**src/design/mac_ctrl_pkg.sv**
```systemverilog
// Package with register map, field positions, timing constants and carrier types of the MAC control block.
package mac_ctrl_pkg;

    localparam int unsigned CLOCK_PERIOD_NS = 4;

    // Register byte offsets on the 32-bit register bus.
    localparam logic [7:0] REG_COMMAND_CONFIG = 8'h00;
    localparam logic [7:0] REG_STATS_BASE     = 8'h40;
    localparam int unsigned STAT_COUNT        = 8;

    // Statistics counter indices; counter i sits at REG_STATS_BASE + 4*i.
    localparam int unsigned STAT_FRAMES_TX_OK = 0;
    localparam int unsigned STAT_FRAMES_RX_OK = 1;
    localparam int unsigned STAT_FCS_ERRORS   = 2;
    localparam int unsigned STAT_ALIGN_ERRORS = 3;
    localparam int unsigned STAT_OCTETS_TX_OK = 4;
    localparam int unsigned STAT_OCTETS_RX_OK = 5;
    localparam int unsigned STAT_PAUSE_TX     = 6;
    localparam int unsigned STAT_PAUSE_RX     = 7;

    // Command register field positions.
    localparam int unsigned BIT_TX_ENABLE      = 0;
    localparam int unsigned BIT_RX_ENABLE      = 1;
    localparam int unsigned BIT_SOFT_RESET     = 13;
    localparam int unsigned BIT_LINE_LOOPBACK  = 27;
    localparam int unsigned BIT_BCAST_DROP     = 28;
    localparam int unsigned BIT_CRC_INJECT     = 29;
    localparam int unsigned BIT_NO_FIFO_PAUSE  = 30;
    localparam int unsigned BIT_COUNTER_CLEAR  = 31;

    // Plainly stored bits: 0..9, 15, 22..24, 26..28, 30.
    localparam logic [31:0] CMD_STORE_MASK  = 32'h5dc0_83ff;
    localparam logic [31:0] CMD_RESET_VALUE = 32'h0000_0000;

    // Durations of the two self-clearing sequences.
    localparam int unsigned COUNTER_CLEAR_TIME_NS = 16;
    localparam int unsigned SOFT_RESET_TIME_NS    = 64;
    localparam int unsigned COUNTER_CLEAR_CYCLES  =
        (COUNTER_CLEAR_TIME_NS + CLOCK_PERIOD_NS - 1) / CLOCK_PERIOD_NS;
    localparam int unsigned SOFT_RESET_CYCLES     =
        (SOFT_RESET_TIME_NS + CLOCK_PERIOD_NS - 1) / CLOCK_PERIOD_NS;

    typedef struct packed {
        logic [63:0] data;
        logic [7:0]  ctrl;
    } xgmii_t;

    typedef struct packed {
        logic        valid;
        logic        ok;
        logic        pause;
        logic [15:0] octets;
    } tx_event_t;

    typedef struct packed {
        logic        valid;
        logic        ok;
        logic        fcs_err;
        logic        align_err;
        logic        pause;
        logic        broadcast;
        logic [15:0] octets;
    } rx_event_t;

endpackage : mac_ctrl_pkg

```
**src/design/stat_counter.sv**
```systemverilog
// Statistics accumulator that adds a step per event and clears on command.
`timescale 1ns/1ns
module stat_counter
    import mac_ctrl_pkg::*;
#(
    parameter int unsigned WIDTH = 32
) (
    input  wire logic             clock,
    input  wire logic             nrst,
    input  wire logic             clear,
    input  wire logic             inc,
    input  wire logic [15:0]      step,
    output logic      [WIDTH-1:0] count
);

    logic [WIDTH-1:0] count_q;
    logic [WIDTH-1:0] count_d;

    // A clear in progress takes precedence over counting so the zeroing is complete.
    assign count_d = clear ? '0 : (inc ? count_q + WIDTH'(step) : count_q);
    assign count   = count_q;

    always_ff @(posedge clock) begin
        if (!nrst) begin
            count_q <= '0;
        end else begin
            count_q <= count_d;
        end
    end

endmodule : stat_counter

```
**src/design/timed_sequence.sv**
```systemverilog
// Timed busy sequence started by a pulse, used by the counter clear and soft reset command bits.
`timescale 1ns/1ns
module timed_sequence
    import mac_ctrl_pkg::*;
#(
    parameter int unsigned CYCLES = 4
) (
    input  wire logic clock,
    input  wire logic nrst,
    input  wire logic start,
    output logic      busy,
    output logic      done
);

    logic [15:0] left_q;
    logic        busy_q;
    logic        last;

    assign last = busy_q && (left_q == 16'h0001);
    assign busy = busy_q;
    assign done = last;

    always_ff @(posedge clock) begin
        if (!nrst) begin
            busy_q <= 1'b0;
            left_q <= 16'h0000;
        end else if (start && !busy_q) begin
            busy_q <= 1'b1;
            left_q <= 16'(CYCLES);
        end else if (busy_q) begin
            busy_q <= !last;
            left_q <= left_q - 16'h0001;
        end
    end

endmodule : timed_sequence

```
**src/design/mac_ctrl_reset_statistics.sv**
```systemverilog
// Command register, loopback and filter controls, soft reset and statistics counters of the 10G MAC.
//
// The address map and register access over Avalon-MM were decided locally.
`timescale 1ns/1ns

// Functional notes
// - Line loopback sends receive traffic to transmit.
// - Broadcast drop bit discards received broadcasts.
// - CRC inject corrupts one frame, self clears.
// - No-FIFO-pause bit blocks FIFO pause generation.
// - Counter clear zeroes statistics, then self clears.
// - Soft reset zeroes statistics, flushes both FIFOs.
// - Soft reset forces transmit, receive enables low.
// - Soft reset keeps other configuration unchanged.
// - Soft reset bit self clears when done.
// - Count good transmitted frames, pause included.
// - Count good received frames, pause included.
// - Count received frames with FCS mismatch.
// - Count received frames with alignment error.
// - Sum payload octets of good transmitted frames.
// - Sum payload octets of good received frames.
// - Count good transmitted pause frames.
// - Count good received pause frames.
// - Bit 13 write starts soft reset sequence.
module mac_ctrl_reset_statistics
    import mac_ctrl_pkg::*;
#(
    parameter int unsigned STAT_WIDTH   = 32,
    parameter int unsigned CLEAR_CYCLES = COUNTER_CLEAR_CYCLES,
    parameter int unsigned SRST_CYCLES  = SOFT_RESET_CYCLES
) (
    input  wire logic        clock,
    input  wire logic        nrst,
    input  wire logic [7:0]  avs_address,
    input  wire logic        avs_read,
    input  wire logic        avs_write,
    input  wire logic [31:0] avs_writedata,
    input  wire logic [3:0]  avs_byteenable,
    output logic      [31:0] avs_readdata,
    output logic             avs_waitrequest,
    input  wire xgmii_t      rx_xgmii,
    input  wire xgmii_t      tx_mac_xgmii,
    output xgmii_t           tx_xgmii,
    input  wire logic        tx_sof,
    input  wire tx_event_t   tx_event,
    input  wire rx_event_t   rx_event,
    input  wire logic        fifo_pause_req,
    output logic             pause_gen_req,
    output logic             rx_drop_frame,
    output logic             tx_crc_corrupt,
    output logic             fifo_flush,
    output logic             transmit_enable,
    output logic             receive_enable
);

    logic [31:0] cmd_q;
    logic [31:0] cmd_d;
    logic        ack_q;
    logic [31:0] readdata_q;
    logic        arm_q;
    logic        corrupt_q;
    xgmii_t      tx_xgmii_q;
    logic        drop_q;

    logic        req;
    logic        take;
    logic        wr_cmd;
    logic [31:0] be_mask;
    logic [31:0] wr_mask;
    logic        srst_start;
    logic        srst_busy;
    logic        srst_done;
    logic        cnt_start;
    logic        cnt_busy;
    logic        cnt_done;
    logic        stat_clear;
    logic        arm_d;
    logic        arm_set;
    logic        corrupt_d;
    logic        stat_hit;
    logic [2:0]  stat_idx;
    logic [31:0] cmd_view;
    logic [31:0] read_value;

    logic                  line_loopback_enable;
    logic                  broadcast_drop_enable;
    logic                  no_fifo_pause;

    logic                  stat_inc  [STAT_COUNT];
    logic [15:0]           stat_step [STAT_COUNT];
    logic [STAT_WIDTH-1:0] stat_val  [STAT_COUNT];

    // ------------------------------------------------------------------
    // Register bus slave: every access is answered one cycle after it
    // arrives, so waitrequest is high in the first cycle and low in the
    // second, at whose closing edge the access takes effect.
    // ------------------------------------------------------------------
    assign req             = avs_read || avs_write;
    assign take            = req && ack_q;
    assign avs_waitrequest = req && !ack_q;
    assign avs_readdata    = readdata_q;

    assign be_mask = {{8{avs_byteenable[3]}}, {8{avs_byteenable[2]}},
                      {8{avs_byteenable[1]}}, {8{avs_byteenable[0]}}};
    assign wr_mask = be_mask & CMD_STORE_MASK;
    assign wr_cmd  = take && avs_write && (avs_address == REG_COMMAND_CONFIG);

    always_ff @(posedge clock) begin
        if (!nrst) begin
            ack_q      <= 1'b0;
            readdata_q <= 32'h0000_0000;
        end else begin
            ack_q      <= req && !ack_q;
            readdata_q <= (req && !ack_q && avs_read) ? read_value : readdata_q;
        end
    end

    // ------------------------------------------------------------------
    // Self-clearing commands.
    // ------------------------------------------------------------------
    assign srst_start = wr_cmd && avs_byteenable[1] && avs_writedata[BIT_SOFT_RESET];
    assign cnt_start  = wr_cmd && avs_byteenable[3] && avs_writedata[BIT_COUNTER_CLEAR];

    timed_sequence #(
        .CYCLES (SRST_CYCLES)
    ) u_soft_reset (
        .clock (clock),
        .nrst  (nrst),
        .start (srst_start),
        .busy  (srst_busy),
        .done  (srst_done)
    );

    timed_sequence #(
        .CYCLES (CLEAR_CYCLES)
    ) u_counter_clear (
        .clock (clock),
        .nrst  (nrst),
        .start (cnt_start),
        .busy  (cnt_busy),
        .done  (cnt_done)
    );

    assign stat_clear = cnt_busy || srst_busy;
    assign fifo_flush = srst_busy;

    // ------------------------------------------------------------------
    // Command register. Only the stored bits take writes; the enables are
    // held low from the start of a soft reset until it ends, while every
    // other stored bit keeps its written value.
    // ------------------------------------------------------------------
    always_comb begin
        cmd_d = cmd_q;
        if (wr_cmd) begin
            cmd_d = (cmd_q & ~wr_mask) | (avs_writedata & wr_mask);
        end
        if (srst_start || srst_busy) begin
            cmd_d[BIT_TX_ENABLE] = 1'b0;
            cmd_d[BIT_RX_ENABLE] = 1'b0;
        end
    end

    always_ff @(posedge clock) begin
        if (!nrst) begin
            cmd_q <= CMD_RESET_VALUE;
        end else begin
            cmd_q <= cmd_d;
        end
    end

    assign transmit_enable       = cmd_q[BIT_TX_ENABLE];
    assign receive_enable        = cmd_q[BIT_RX_ENABLE];
    assign line_loopback_enable  = cmd_q[BIT_LINE_LOOPBACK];
    assign broadcast_drop_enable = cmd_q[BIT_BCAST_DROP];
    assign no_fifo_pause         = cmd_q[BIT_NO_FIFO_PAUSE];

    // Readback shows the live state of the self-clearing bits.
    always_comb begin
        cmd_view                    = cmd_q;
        cmd_view[BIT_SOFT_RESET]    = srst_busy;
        cmd_view[BIT_CRC_INJECT]    = arm_q;
        cmd_view[BIT_COUNTER_CLEAR] = cnt_busy;
    end

    // ------------------------------------------------------------------
    // Read decode. Counters are sampled into the read register only, so a
    // read leaves them counting.
    // ------------------------------------------------------------------
    assign stat_hit = (avs_address[7:5] == REG_STATS_BASE[7:5]) && (avs_address[1:0] == 2'b00);
    assign stat_idx = avs_address[4:2];

    always_comb begin
        read_value = 32'h0000_0000;
        if (avs_address == REG_COMMAND_CONFIG) begin
            read_value = cmd_view;
        end else if (stat_hit) begin
            read_value = 32'(stat_val[stat_idx]);
        end
    end

    // ------------------------------------------------------------------
    // CRC error injection. A write arms the request; the next frame start
    // consumes it and the whole of that frame is marked for a bad CRC. A
    // fresh write in the consuming cycle re-arms, so it is not lost.
    // ------------------------------------------------------------------
    assign arm_set   = wr_cmd && avs_byteenable[3] && avs_writedata[BIT_CRC_INJECT];
    assign arm_d     = arm_set || (arm_q && !tx_sof);
    assign corrupt_d = (tx_sof && arm_q) || (corrupt_q && !tx_event.valid);

    always_ff @(posedge clock) begin
        if (!nrst) begin
            arm_q     <= 1'b0;
            corrupt_q <= 1'b0;
        end else begin
            arm_q     <= arm_d;
            corrupt_q <= corrupt_d;
        end
    end

    assign tx_crc_corrupt = corrupt_q;

    // ------------------------------------------------------------------
    // Data path controls.
    // ------------------------------------------------------------------
    always_ff @(posedge clock) begin
        if (!nrst) begin
            tx_xgmii_q <= '0;
            drop_q     <= 1'b0;
        end else begin
            tx_xgmii_q <= line_loopback_enable ? rx_xgmii : tx_mac_xgmii;
            drop_q     <= rx_event.valid && rx_event.broadcast && broadcast_drop_enable;
        end
    end

    assign tx_xgmii      = tx_xgmii_q;
    assign rx_drop_frame = drop_q;
    assign pause_gen_req = fifo_pause_req && !no_fifo_pause;

    // ------------------------------------------------------------------
    // Statistics events.
    // ------------------------------------------------------------------
    always_comb begin
        for (int i = 0; i < STAT_COUNT; i++) begin
            stat_step[i] = 16'h0001;
        end
        stat_inc[STAT_FRAMES_TX_OK] = tx_event.valid && tx_event.ok;
        stat_inc[STAT_FRAMES_RX_OK] = rx_event.valid && rx_event.ok;
        stat_inc[STAT_FCS_ERRORS]   = rx_event.valid && rx_event.fcs_err;
        stat_inc[STAT_ALIGN_ERRORS] = rx_event.valid && rx_event.align_err;
        stat_inc[STAT_OCTETS_TX_OK] = tx_event.valid && tx_event.ok;
        stat_inc[STAT_OCTETS_RX_OK] = rx_event.valid && rx_event.ok;
        stat_inc[STAT_PAUSE_TX]     = tx_event.valid && tx_event.ok && tx_event.pause;
        stat_inc[STAT_PAUSE_RX]     = rx_event.valid && rx_event.ok && rx_event.pause;
        stat_step[STAT_OCTETS_TX_OK] = tx_event.octets;
        stat_step[STAT_OCTETS_RX_OK] = rx_event.octets;
    end

    for (genvar g = 0; g < STAT_COUNT; g++) begin : g_stat
        stat_counter #(
            .WIDTH (STAT_WIDTH)
        ) u_counter (
            .clock (clock),
            .nrst  (nrst),
            .clear (stat_clear),
            .inc   (stat_inc[g]),
            .step  (stat_step[g]),
            .count (stat_val[g])
        );
    end
endmodule : mac_ctrl_reset_statistics

```
**config.mk**
```make
export PLATFORM = sky130hd
export DESIGN_NAME = mac_ctrl_reset_statistics
export DESIGN_NICKNAME = d
export VERILOG_FILES = /design/src/design/mac_ctrl_pkg.sv /design/src/design/stat_counter.sv /design/src/design/timed_sequence.sv /design/src/design/mac_ctrl_reset_statistics.sv
export SDC_FILE = /design/constraint.sdc
export NUM_CORES = 1
export LEC_CHECK = 0
export BUFFER_PORTS_ARGS = -buffer_cell sky130_fd_sc_hd__buf_2
export CAP_MARGIN = 10
export CORE_UTILIZATION = 40
export CTS_CLUSTER_DIAMETER = 150
export DETAILED_ROUTE_END_ITERATION = 16
export PLACE_DENSITY_LB_ADDON = 0.12
export SKIP_CTS_REPAIR_TIMING = 1
export SYNTH_ARGS = -nofsm -noshare
export SYNTH_HDL_FRONTEND = slang
export SYNTH_SLANG_ARGS = --single-unit
```
**constraint.sdc**
```tcl
create_clock -name clock -period 3.05 [get_ports clock]
set_input_delay 0.1525 -clock clock [delete_from_list [all_inputs] [get_ports clock]]
set_output_delay 0.1525 -clock clock [all_outputs]
set_load 0.005 [all_outputs]
```
Word level (Yosys, flattened, before mapping)
Cells that the tools add are included.
{ "totals": {"register_bits": 430, "out_inout_bits": 111, "input_bits": 235} }
{ "classes": {"n_bitwise": 6, "n_addsub": 10, "muxes": 14, "magnitude_cmp": 1, "eq_ne": 3, "n_reduce_logical": 48} }
{ "ops": {"columns": ["cell", "n"], "rows": [
  ["adder 32 x 1 -> 32 bit (second input constant)", 6],
  ["two-way mux 32 bit", 4],
  ["binary-select mux 32 bit (select 3 bit)", 1],
  ["two-way mux 72 bit", 1],
  ["adder 32 x 16 -> 32 bit", 2],
  ["bitwise AND 32 x 31 -> 32 bit", 1],
  ["bitwise AND 32 bit", 1],
  ["== test 16 x 1 -> 1 bit (second input constant)", 2],
  ["inverter 31 -> 32 bit", 1],
  ["bitwise OR 32 bit", 1],
  ["subtractor 16 x 1 -> 16 bit (second input constant)", 2],
  ["logical AND 1 bit", 27],
  ["two-way mux 5 bit", 2],
  ["logical NOT 1 bit", 8],
  ["logical NOT 8 bit", 1],
  ["OR reduction 2 bit", 4],
  ["two-way mux 3 bit", 2],
  ["logical OR 1 bit", 5],
  ["greater-or-equal comparator 4 bit (second input constant)", 1],
  ["two-way mux 1 bit", 4],
  ["inverter 3 -> 4 bit", 1],
  ["nonzero test 2 bit", 2],
  ["== test 3 x 2 -> 1 bit (second input constant)", 1],
  ["logical NOT 2 bit", 1],
  ["inverter 1 bit", 1]
]} }

Longest topological paths before layout
Gate-level depths: netlist of the first run.
{ "logic_depth": {"ltp_word": 8, "mapped_depth": 9, "mapped_depth_nobuf": 8} }

Cells and area by module
Synthesis of the first run repeated with hierarchy kept, for this count alone.
{ "hier_totals": {"hier_cells": 2809, "area_unflattened_um2": 25395.6} }
{ "modules_own_cells": {"columns": ["mod", "cells_per_inst", "area_each_um2", "seq_area_each_um2", "n_inst"], "rows": [
  ["stat_counter (g_stat[0].u_counter ...)", 245, 2134.5, 640.6, 4],
  ["stat_counter (g_stat[4].u_counter ...)", 249, 2062.0, 640.6, 4],
  ["mac_ctrl_reset_statistics", 645, 6885.4, 2522.4, 1],
  ["timed_sequence (u_soft_reset)", 101, 910.9, 340.3, 1],
  ["timed_sequence (u_counter_clear)", 87, 813.3, 340.3, 1]
]} }

Worst setup path before layout of the first run
OpenSTA, ideal clock, no wires.
{ "synth_timing": {"path_type": "register to register", "from": "register g_stat[4].u_counter.count_q[0]", "to": "register g_stat[4].u_counter.count_q[22]", "t_arrival_ps": 2190, "period_less_slack_ps": 2314, "path_slack_ps": 736, "path_stages_with_launch": 10, "path_cell_list": "dfxtp_1 > ha_1 > fa_1 > a21o_1 > nand4_1 > a31oi_2 > o211ai_1 > clkbuf_1 > a21boi_0 > mux2i_1"} }
{ "synth_between": {"elab_chain_len": 1} }
{ "synth_rtl": {"columns": ["item", "line_no", "source"], "rows": [
  ["start, declared", "stat_counter.sv:16", "logic [WIDTH-1:0] count_q;"],
  ["start signal, assigned", "stat_counter.sv:27", "count_q <= count_d;"],
  ["adder 32 x 16 -> 32 bit", "stat_counter.sv:20", "assign count_d = clear ? '0 : (inc ? count_q + WIDTH'(step) : count_q);"]
]} }
Every way passes these cells.
A chain may end at the register's enable or synchronous reset.

Worst setup path after layout of the first run
{ "layout_timing": {"from": "register g_stat[5].u_counter.count_q[0]", "to": "register g_stat[5].u_counter.count_q[22]"} }
{ "layout_between": {"elab_chain_len": 1} }
{ "layout_rtl": {"columns": ["item", "line_no"], "rows": [
  ["start, declared", "stat_counter.sv:16"],
  ["start signal, assigned", "stat_counter.sv:27"],
  ["adder 32 x 16 -> 32 bit", "stat_counter.sv:20"]
]} }
Every way passes these cells.

==> results.yml, run 1 <==
outcome:
  outcome: "finished with violations"
  violations: "hold timing"
power_and_ir_drop:
  power_density_mw_per_mm2: 479
  p_leak_nw: 10.4
  vdd_ir_drop_max_mv: 0.373
placement:
  portBuffers: 334
  placed_cells: 3193
  gp_congestion: 0.917
  dp_hpwl_mm: 52.2
synthesis:
  syn-num-nets: 2528
  syn_area_per_cell_sq_um: 9.18
  netlist_area_sq_mm: 0.0206
  yosys.area.top_type: "dfxtp_1"
  synthDistinctLibCells: 65
  syn_inst: 2249
  ys.flop_type: "dfxtp_1"
  ys_warn_count: 0
  async_flop_share: 0
  yosysTopAreaCellShare: 0.403
  yosys-top-cells-area: "dfxtp_1 (40%), mux4_2 (7.0%), mux2i_1 (5.9%)"
  yosysSeqAreaShare: 0.403
  synth-seq-cells: 416
  synth_edf_count: 0
final_layout:
  fin_nets: 3030
  syn_to_final_growth_pct: 28.5
  drive_gt1_frac: 0.197
  utilization: 0.524
  stdcell_count: 3465
timing:
  fmaxAchievable_mhz: 384
  slew_headroom: 0.415
  whs_ns: -0.00387
  hold_violations: 2
  finalMaxSlewViolations: 0
  fin_setup_tns_ns: 0
  fin_crit_ns: 2.61
  fin_skew_ns: 0.0168
  setup_viol: 0
  min_period_over_period: 0.855
  rsz0062_at_grt: "false"
  worst_pin_slew_ns: 0.870
critical_path:
  cp.required_ns: 3.51
  crit_path_max_fanout: 4
  crit_chain: "ha_1 > fa_1 > a211oi_1 > o211ai_1 > a21o_1 > o211ai_1 > or3_1 > a21oi_1"
  worst_path_most_repeated_cell: "o211ai_1"
  startpoint_type: "flip-flop"
  slowest_stage: "fa_1"
  end_kind: "flip-flop"
  crit_path_max_incr_delay_ns: 0.43
  arrival_ns: 3.06
  critPathKind: "reg -> reg"
die:
  rows: 82
  die_x_microns: 229
  core_area_sq_mm: 0.0506
  io_pins: 346
  die_area_sq_mm: 0.0525
  initial_core_util: 0.408
  die_h_microns: 229
detailed_routing:
  drt-total-wl_mm: 70.3
  drc: 0
  first_iter_violations: 1489
  ant_nets: 0
  drt-wirelength-per-cell_microns: 20.3
  vias: 18800
  vias_per_cell: 5.41
  first_pass_iters: 5
clock_network:
  cts_buffers: 48
  clockBufferDepth: 3
  clk_pin_slew_ns: 0.06
  cts-root-buf: "clkbuf_16"
  cts-htree-levels: 2
  clock-sinks: 416
  clock_latency_ns: 0.59
  cts_tree: "yes"
global_routing:
  antenna_found_initial: 8
  grt_max_degree: 115
  overflow: 0
  grt_pass1_wl_mm: 102
  grt_pass1_vias: 16800
  groute.usage.overall: 0.254
worst_hold_path:
  worstHoldPathType: "in -> reg"
job:
  maxCapViolations: 0
-- final cells by class --
class                   instances  area [sq um]
multi-input cells            1688         11700
clock inverters                23           223
well taps                     672           841
inverters                      36           135
fillers                      4595         24100
diodes                          5          12.5
flip-flops and latches        416          8330
repair buffers                561          3880
clock buffers                  64          1350
-- critical path, delay by kind of cell, from the launching register on --
kind | cells | cell delay (ns)
fa+ha+maj | 2 | 0.68
simple gates | 1 | 0.16
compound gates | 5 | 1.27
flops | 1 | 0.38
-- state kept, by name, indices dropped and copies added, names as in the netlist, named ones only --
| name | flops |
|---|---|
| g_stat.u_counter.count | 256 |
| tx_xgmii | 72 |
| avs_readdata | 32 |
| u_counter_clear.left_q | 16 |
| u_soft_reset.left_q | 16 |
| ack_q | 1 |
| arm_q | 1 |
| rx_drop_frame | 1 |
| tx_crc_corrupt | 1 |
| u_counter_clear.busy | 1 |
| u_soft_reset.busy | 1 |
-- synth_stat cells, types with 27 or more instances --
cell      instances
a21oi_1          97
and3_1           37
clkbuf_1         77
dfxtp_1         416
ha_1             42
inv_1            36
mux2i_1         121
mux4_2           64
nand2_1         201
nand3_1         113
nand4_1          58
nor2_1          247
nor2b_1          85
nor3_1           37
o211ai_1         27
o21ai_0          81
or3_1            47
xnor2_1          90
xor2_1          113
-- final timing paths --
| path | start | end | slack [ns] | cells past startpoint |
|---|---|---|---|---|
| max | g_stat[5].u_counter.count[0] | g_stat[5].u_counter.count[22] | 0.44 | 8 |
| min | avs_byteenable[1] | flip-flop | -0.004 | 4 |
| max reg2reg | g_stat[5].u_counter.count[0] | g_stat[5].u_counter.count[22] | 0.44 | 8 |
| min reg2reg | u_soft_reset.left_q[6] | u_soft_reset.left_q[6] | 0.47 | 2 |
-- kinds of logic after synthesis --
family,after synthesis,share of synthesized area
compound gates,315,0.0981
buf+inv,145,0.0284
flops,416,0.403
xor+xnor,203,0.0861
fa+ha+maj,44,0.0274
mux,185,0.129
simple gates,941,0.228
-- placed cells by master, fill, tap and decap left out, types with 6 or more instances in the layout --
cell           synthesis  routed
a21o_1                11      11
inv_1                 36      36
dfxtp_1              416     415
and4_1                24      24
or4_1                 10      10
nor2b_1               85      84
buf_2                 20     331
and3_1                37      37
nand2_1              201     201
nor4_1                25      25
nand4_1               58      58
nand2b_1               7       6
a21boi_0              14      14
dlygate4sd3_1          0     180
a21oi_1               97      97
clkbuf_8               0       7
or2_2                  6       6
nand3_1              113     113
clkbuf_1              77       8
o31ai_1                7       7
ha_1                  42      42
a211oi_1              16      16
o21ai_0               81      81
o211a_1               21      21
nor3_1                37      37
nor2_1               247     246
clkinv_2               0      14
or3_1                 47      47
xor2_1               113     113
xnor2_1               90      90
mux4_2                64      64
o211ai_1              27      27
mux2i_1              121     121
o21a_1                 6       6
and2_1                26      26
clkbuf_16              0      49
a2111o_1               6       6
buf_4                  0      46
-- power by group --
group | switching [mW] | internal (mW)
Clock | 2.42 | 3.39
Combinational | 0.664 | 0.608
Sequential | 0.0896 | 5.55
-- through the flow --
stage / instance area [sq um] / hold slack (ns) / setup WS [ns] / power (mW)
after global placement: 23100 / 0.403 / 0.552 / 6.82
after global routing: 26500 / 0.00334 / 0.206 / 13.2
after floorplan: 20600 / 0.307 / 0.736 / 6.34
after detailed placement: 23100 / 0.416 / 0.494 / 6.84
final: 26500 / -0.00387 / 0.444 / 12.7
after CTS: 24700 / -0.203 / 0.495 / 12.6
-- per-layer routing --
metal,routed length [microns],share of wire,global-route usage,vias up
li1,-,-,-,9022
met1,31800,0.45,0.347,9046
met2,32000,0.45,0.414,574
met3,4340,0.062,0.0446,114
met4,2100,0.030,0.0606,6
met5,40,0.00057,0,-
No activity file was read; power rests on OpenSTA's default activity.
==> run 2: changes to the inputs <==
--- a/config.mk
+++ b/config.mk
@@ -11,6 +11,7 @@
 export CTS_CLUSTER_DIAMETER = 150
 export DETAILED_ROUTE_END_ITERATION = 16
 export PLACE_DENSITY_LB_ADDON = 0.12
+export RECOVER_POWER = 25
 export SKIP_CTS_REPAIR_TIMING = 1
 export SYNTH_ARGS = -nofsm -noshare
 export SYNTH_HDL_FRONTEND = slang
==> results.yml, run 2 (synthesized netlist as in run 1, its figures left out) <==
outcome:
  outcome: "finished with violations"
  violations: "hold timing, capacitance limit, slew limit"
critical_path:
  r2r_slack_ns: 0.45
  critPathKind: "reg -> reg"
  r2r-start: "g_stat[5].u_counter.count[0]"
  worstSetupStartpoint: "g_stat[5].u_counter.count[0]"
  reg2reg_depth: 8
  arrival_ns: 3.06
  cp.required_ns: 3.51
  crit_path_max_fanout: 4
  end_kind: "flip-flop"
  startpoint_type: "flip-flop"
global_routing:
  grt_max_degree: 115
  grt_pass1_wl_mm: 102
  antenna_found_initial: 8
  grt_pass1_vias: 16800
  groute.usage.overall: 0.254
  overflow: 0
timing:
  min_period_over_period: 0.852
  whs_ns: -0.00442
  finalMaxSlewViolations: 53
  fin_skew_ns: 0.0165
  fin_setup_tns_ns: 0
  fin_crit_ns: 2.60
  fmaxAchievable_mhz: 385
  worst_pin_slew_ns: 1.97
  rsz0062_at_grt: "false"
  setup_viol: 0
  fin_ws_ns: 0.453
  slew_headroom: -0.313
  hold_violations: 2
detailed_routing:
  vias_per_cell: 5.41
  drt-total-wl_mm: 70.2
  drc: 0
  first_iter_violations: 1404
  vias: 18700
  ant_nets: 0
  drt-wirelength-per-cell_microns: 20.3
  first_pass_iters: 5
die:
  rows: 82
  initial_core_util: 0.408
  die_area_sq_mm: 0.0525
  die_x_microns: 229
  die_h_microns: 229
  io_pins: 346
  core_area_sq_mm: 0.0506
placement:
  gp_congestion: 0.917
  portBuffers: 334
  dp_hpwl_mm: 52.2
  place_ws_ns: 0.494
worst_hold_path:
  hold_start: "avs_byteenable[1]"
  worstHoldPathType: "in -> reg"
  whs_path_depth: 4
clock_network:
  cts_buffers: 48
  clockBufferDepth: 3
  cts-root-buf: "clkbuf_16"
  clock-sinks: 416
  cts_tree: "yes"
  clock_latency_ns: 0.59
  cts-htree-levels: 2
  clk_pin_slew_ns: 0.06
final_layout:
  fin_nets: 3030
  most-common-layout-cells: "dfxtp_1 (415), buf_2 (253), nor2_1 (246)"
  drive_gt1_frac: 0.168
  layout_commonest_cell: "dfxtp_1"
  n_fill_cell: 4648
  utilization: 0.522
  largest_reg_flops: 256
  syn_to_final_growth_pct: 28.0
power_and_ir_drop:
  p_leak_nw: 10.1
  power_density_mw_per_mm2: 481
  finalPower_mw: 12.7
  vdd_ir_drop_max_mv: 0.373
job:
  maxCapViolations: 1
run 2: routing by layer:
| layer | vias up | part of all wire | global-route usage |
|---|---|---|---|
| met3 | 113 | 0.062 | 0.0446 |
| met4 | 8 | 0.030 | 0.0606 |
| met2 | 583 | 0.46 | 0.414 |
| li1 | 9028 | - | - |
| met5 | - | 0.00077 | 0 |
| met1 | 8997 | 0.45 | 0.347 |
run 2: cell type report:
| class | instances | area, sq um | area share |
|---|---|---|---|
| multi-input combinational | 1688 | 11700 | 0.445 |
| sequential | 416 | 8330 | 0.315 |
| timing repair buffer | 561 | 3780 | 0.143 |
| clock buffer | 64 | 1350 | 0.0512 |
| tap | 672 | 841 | 0.0318 |
| clock inverter | 23 | 223 | 0.00843 |
| inverter | 36 | 135 | 0.00512 |
| antenna | 4 | 10.0 | 0.000379 |
run 2: path summary, 6_finish.rpt:
| path | to |
|---|---|
| max | g_stat[5].u_counter.count[22] |
| max reg2reg | g_stat[5].u_counter.count[22] |
| min | flip-flop |
| min reg2reg | u_soft_reset.left_q[6] |
run 2: power breakdown:
part | internal (mW) | switching, mW
Combinational | 0.594 | 0.663
Sequential | 5.55 | 0.0919
Clock | 3.39 | 2.43
run 2: critical path, stage by stage, from the launching register on:
cell and delay [ns]:
dfxtp_1 0.37, ha_1 0.25, fa_1 0.43, a211oi_1 0.42, o211ai_1 0.20, a21o_1 0.25, o211ai_1 0.34, or3_1 0.16
a21oi_1 0.06
run 2: through the flow:
step / cells / hold slack (ns) / cell area [sq um]
2_1_floorplan: 2249 / 0.307 / 20600
3_3_place_gp: 3193 / 0.403 / 23100
3_5_place_dp: 3193 / 0.416 / 23100
4_1_cts: 3280 / -0.203 / 24700
5_1_grt: 3464 / 0.00349 / 26400
6_report: 3464 / -0.00442 / 26400
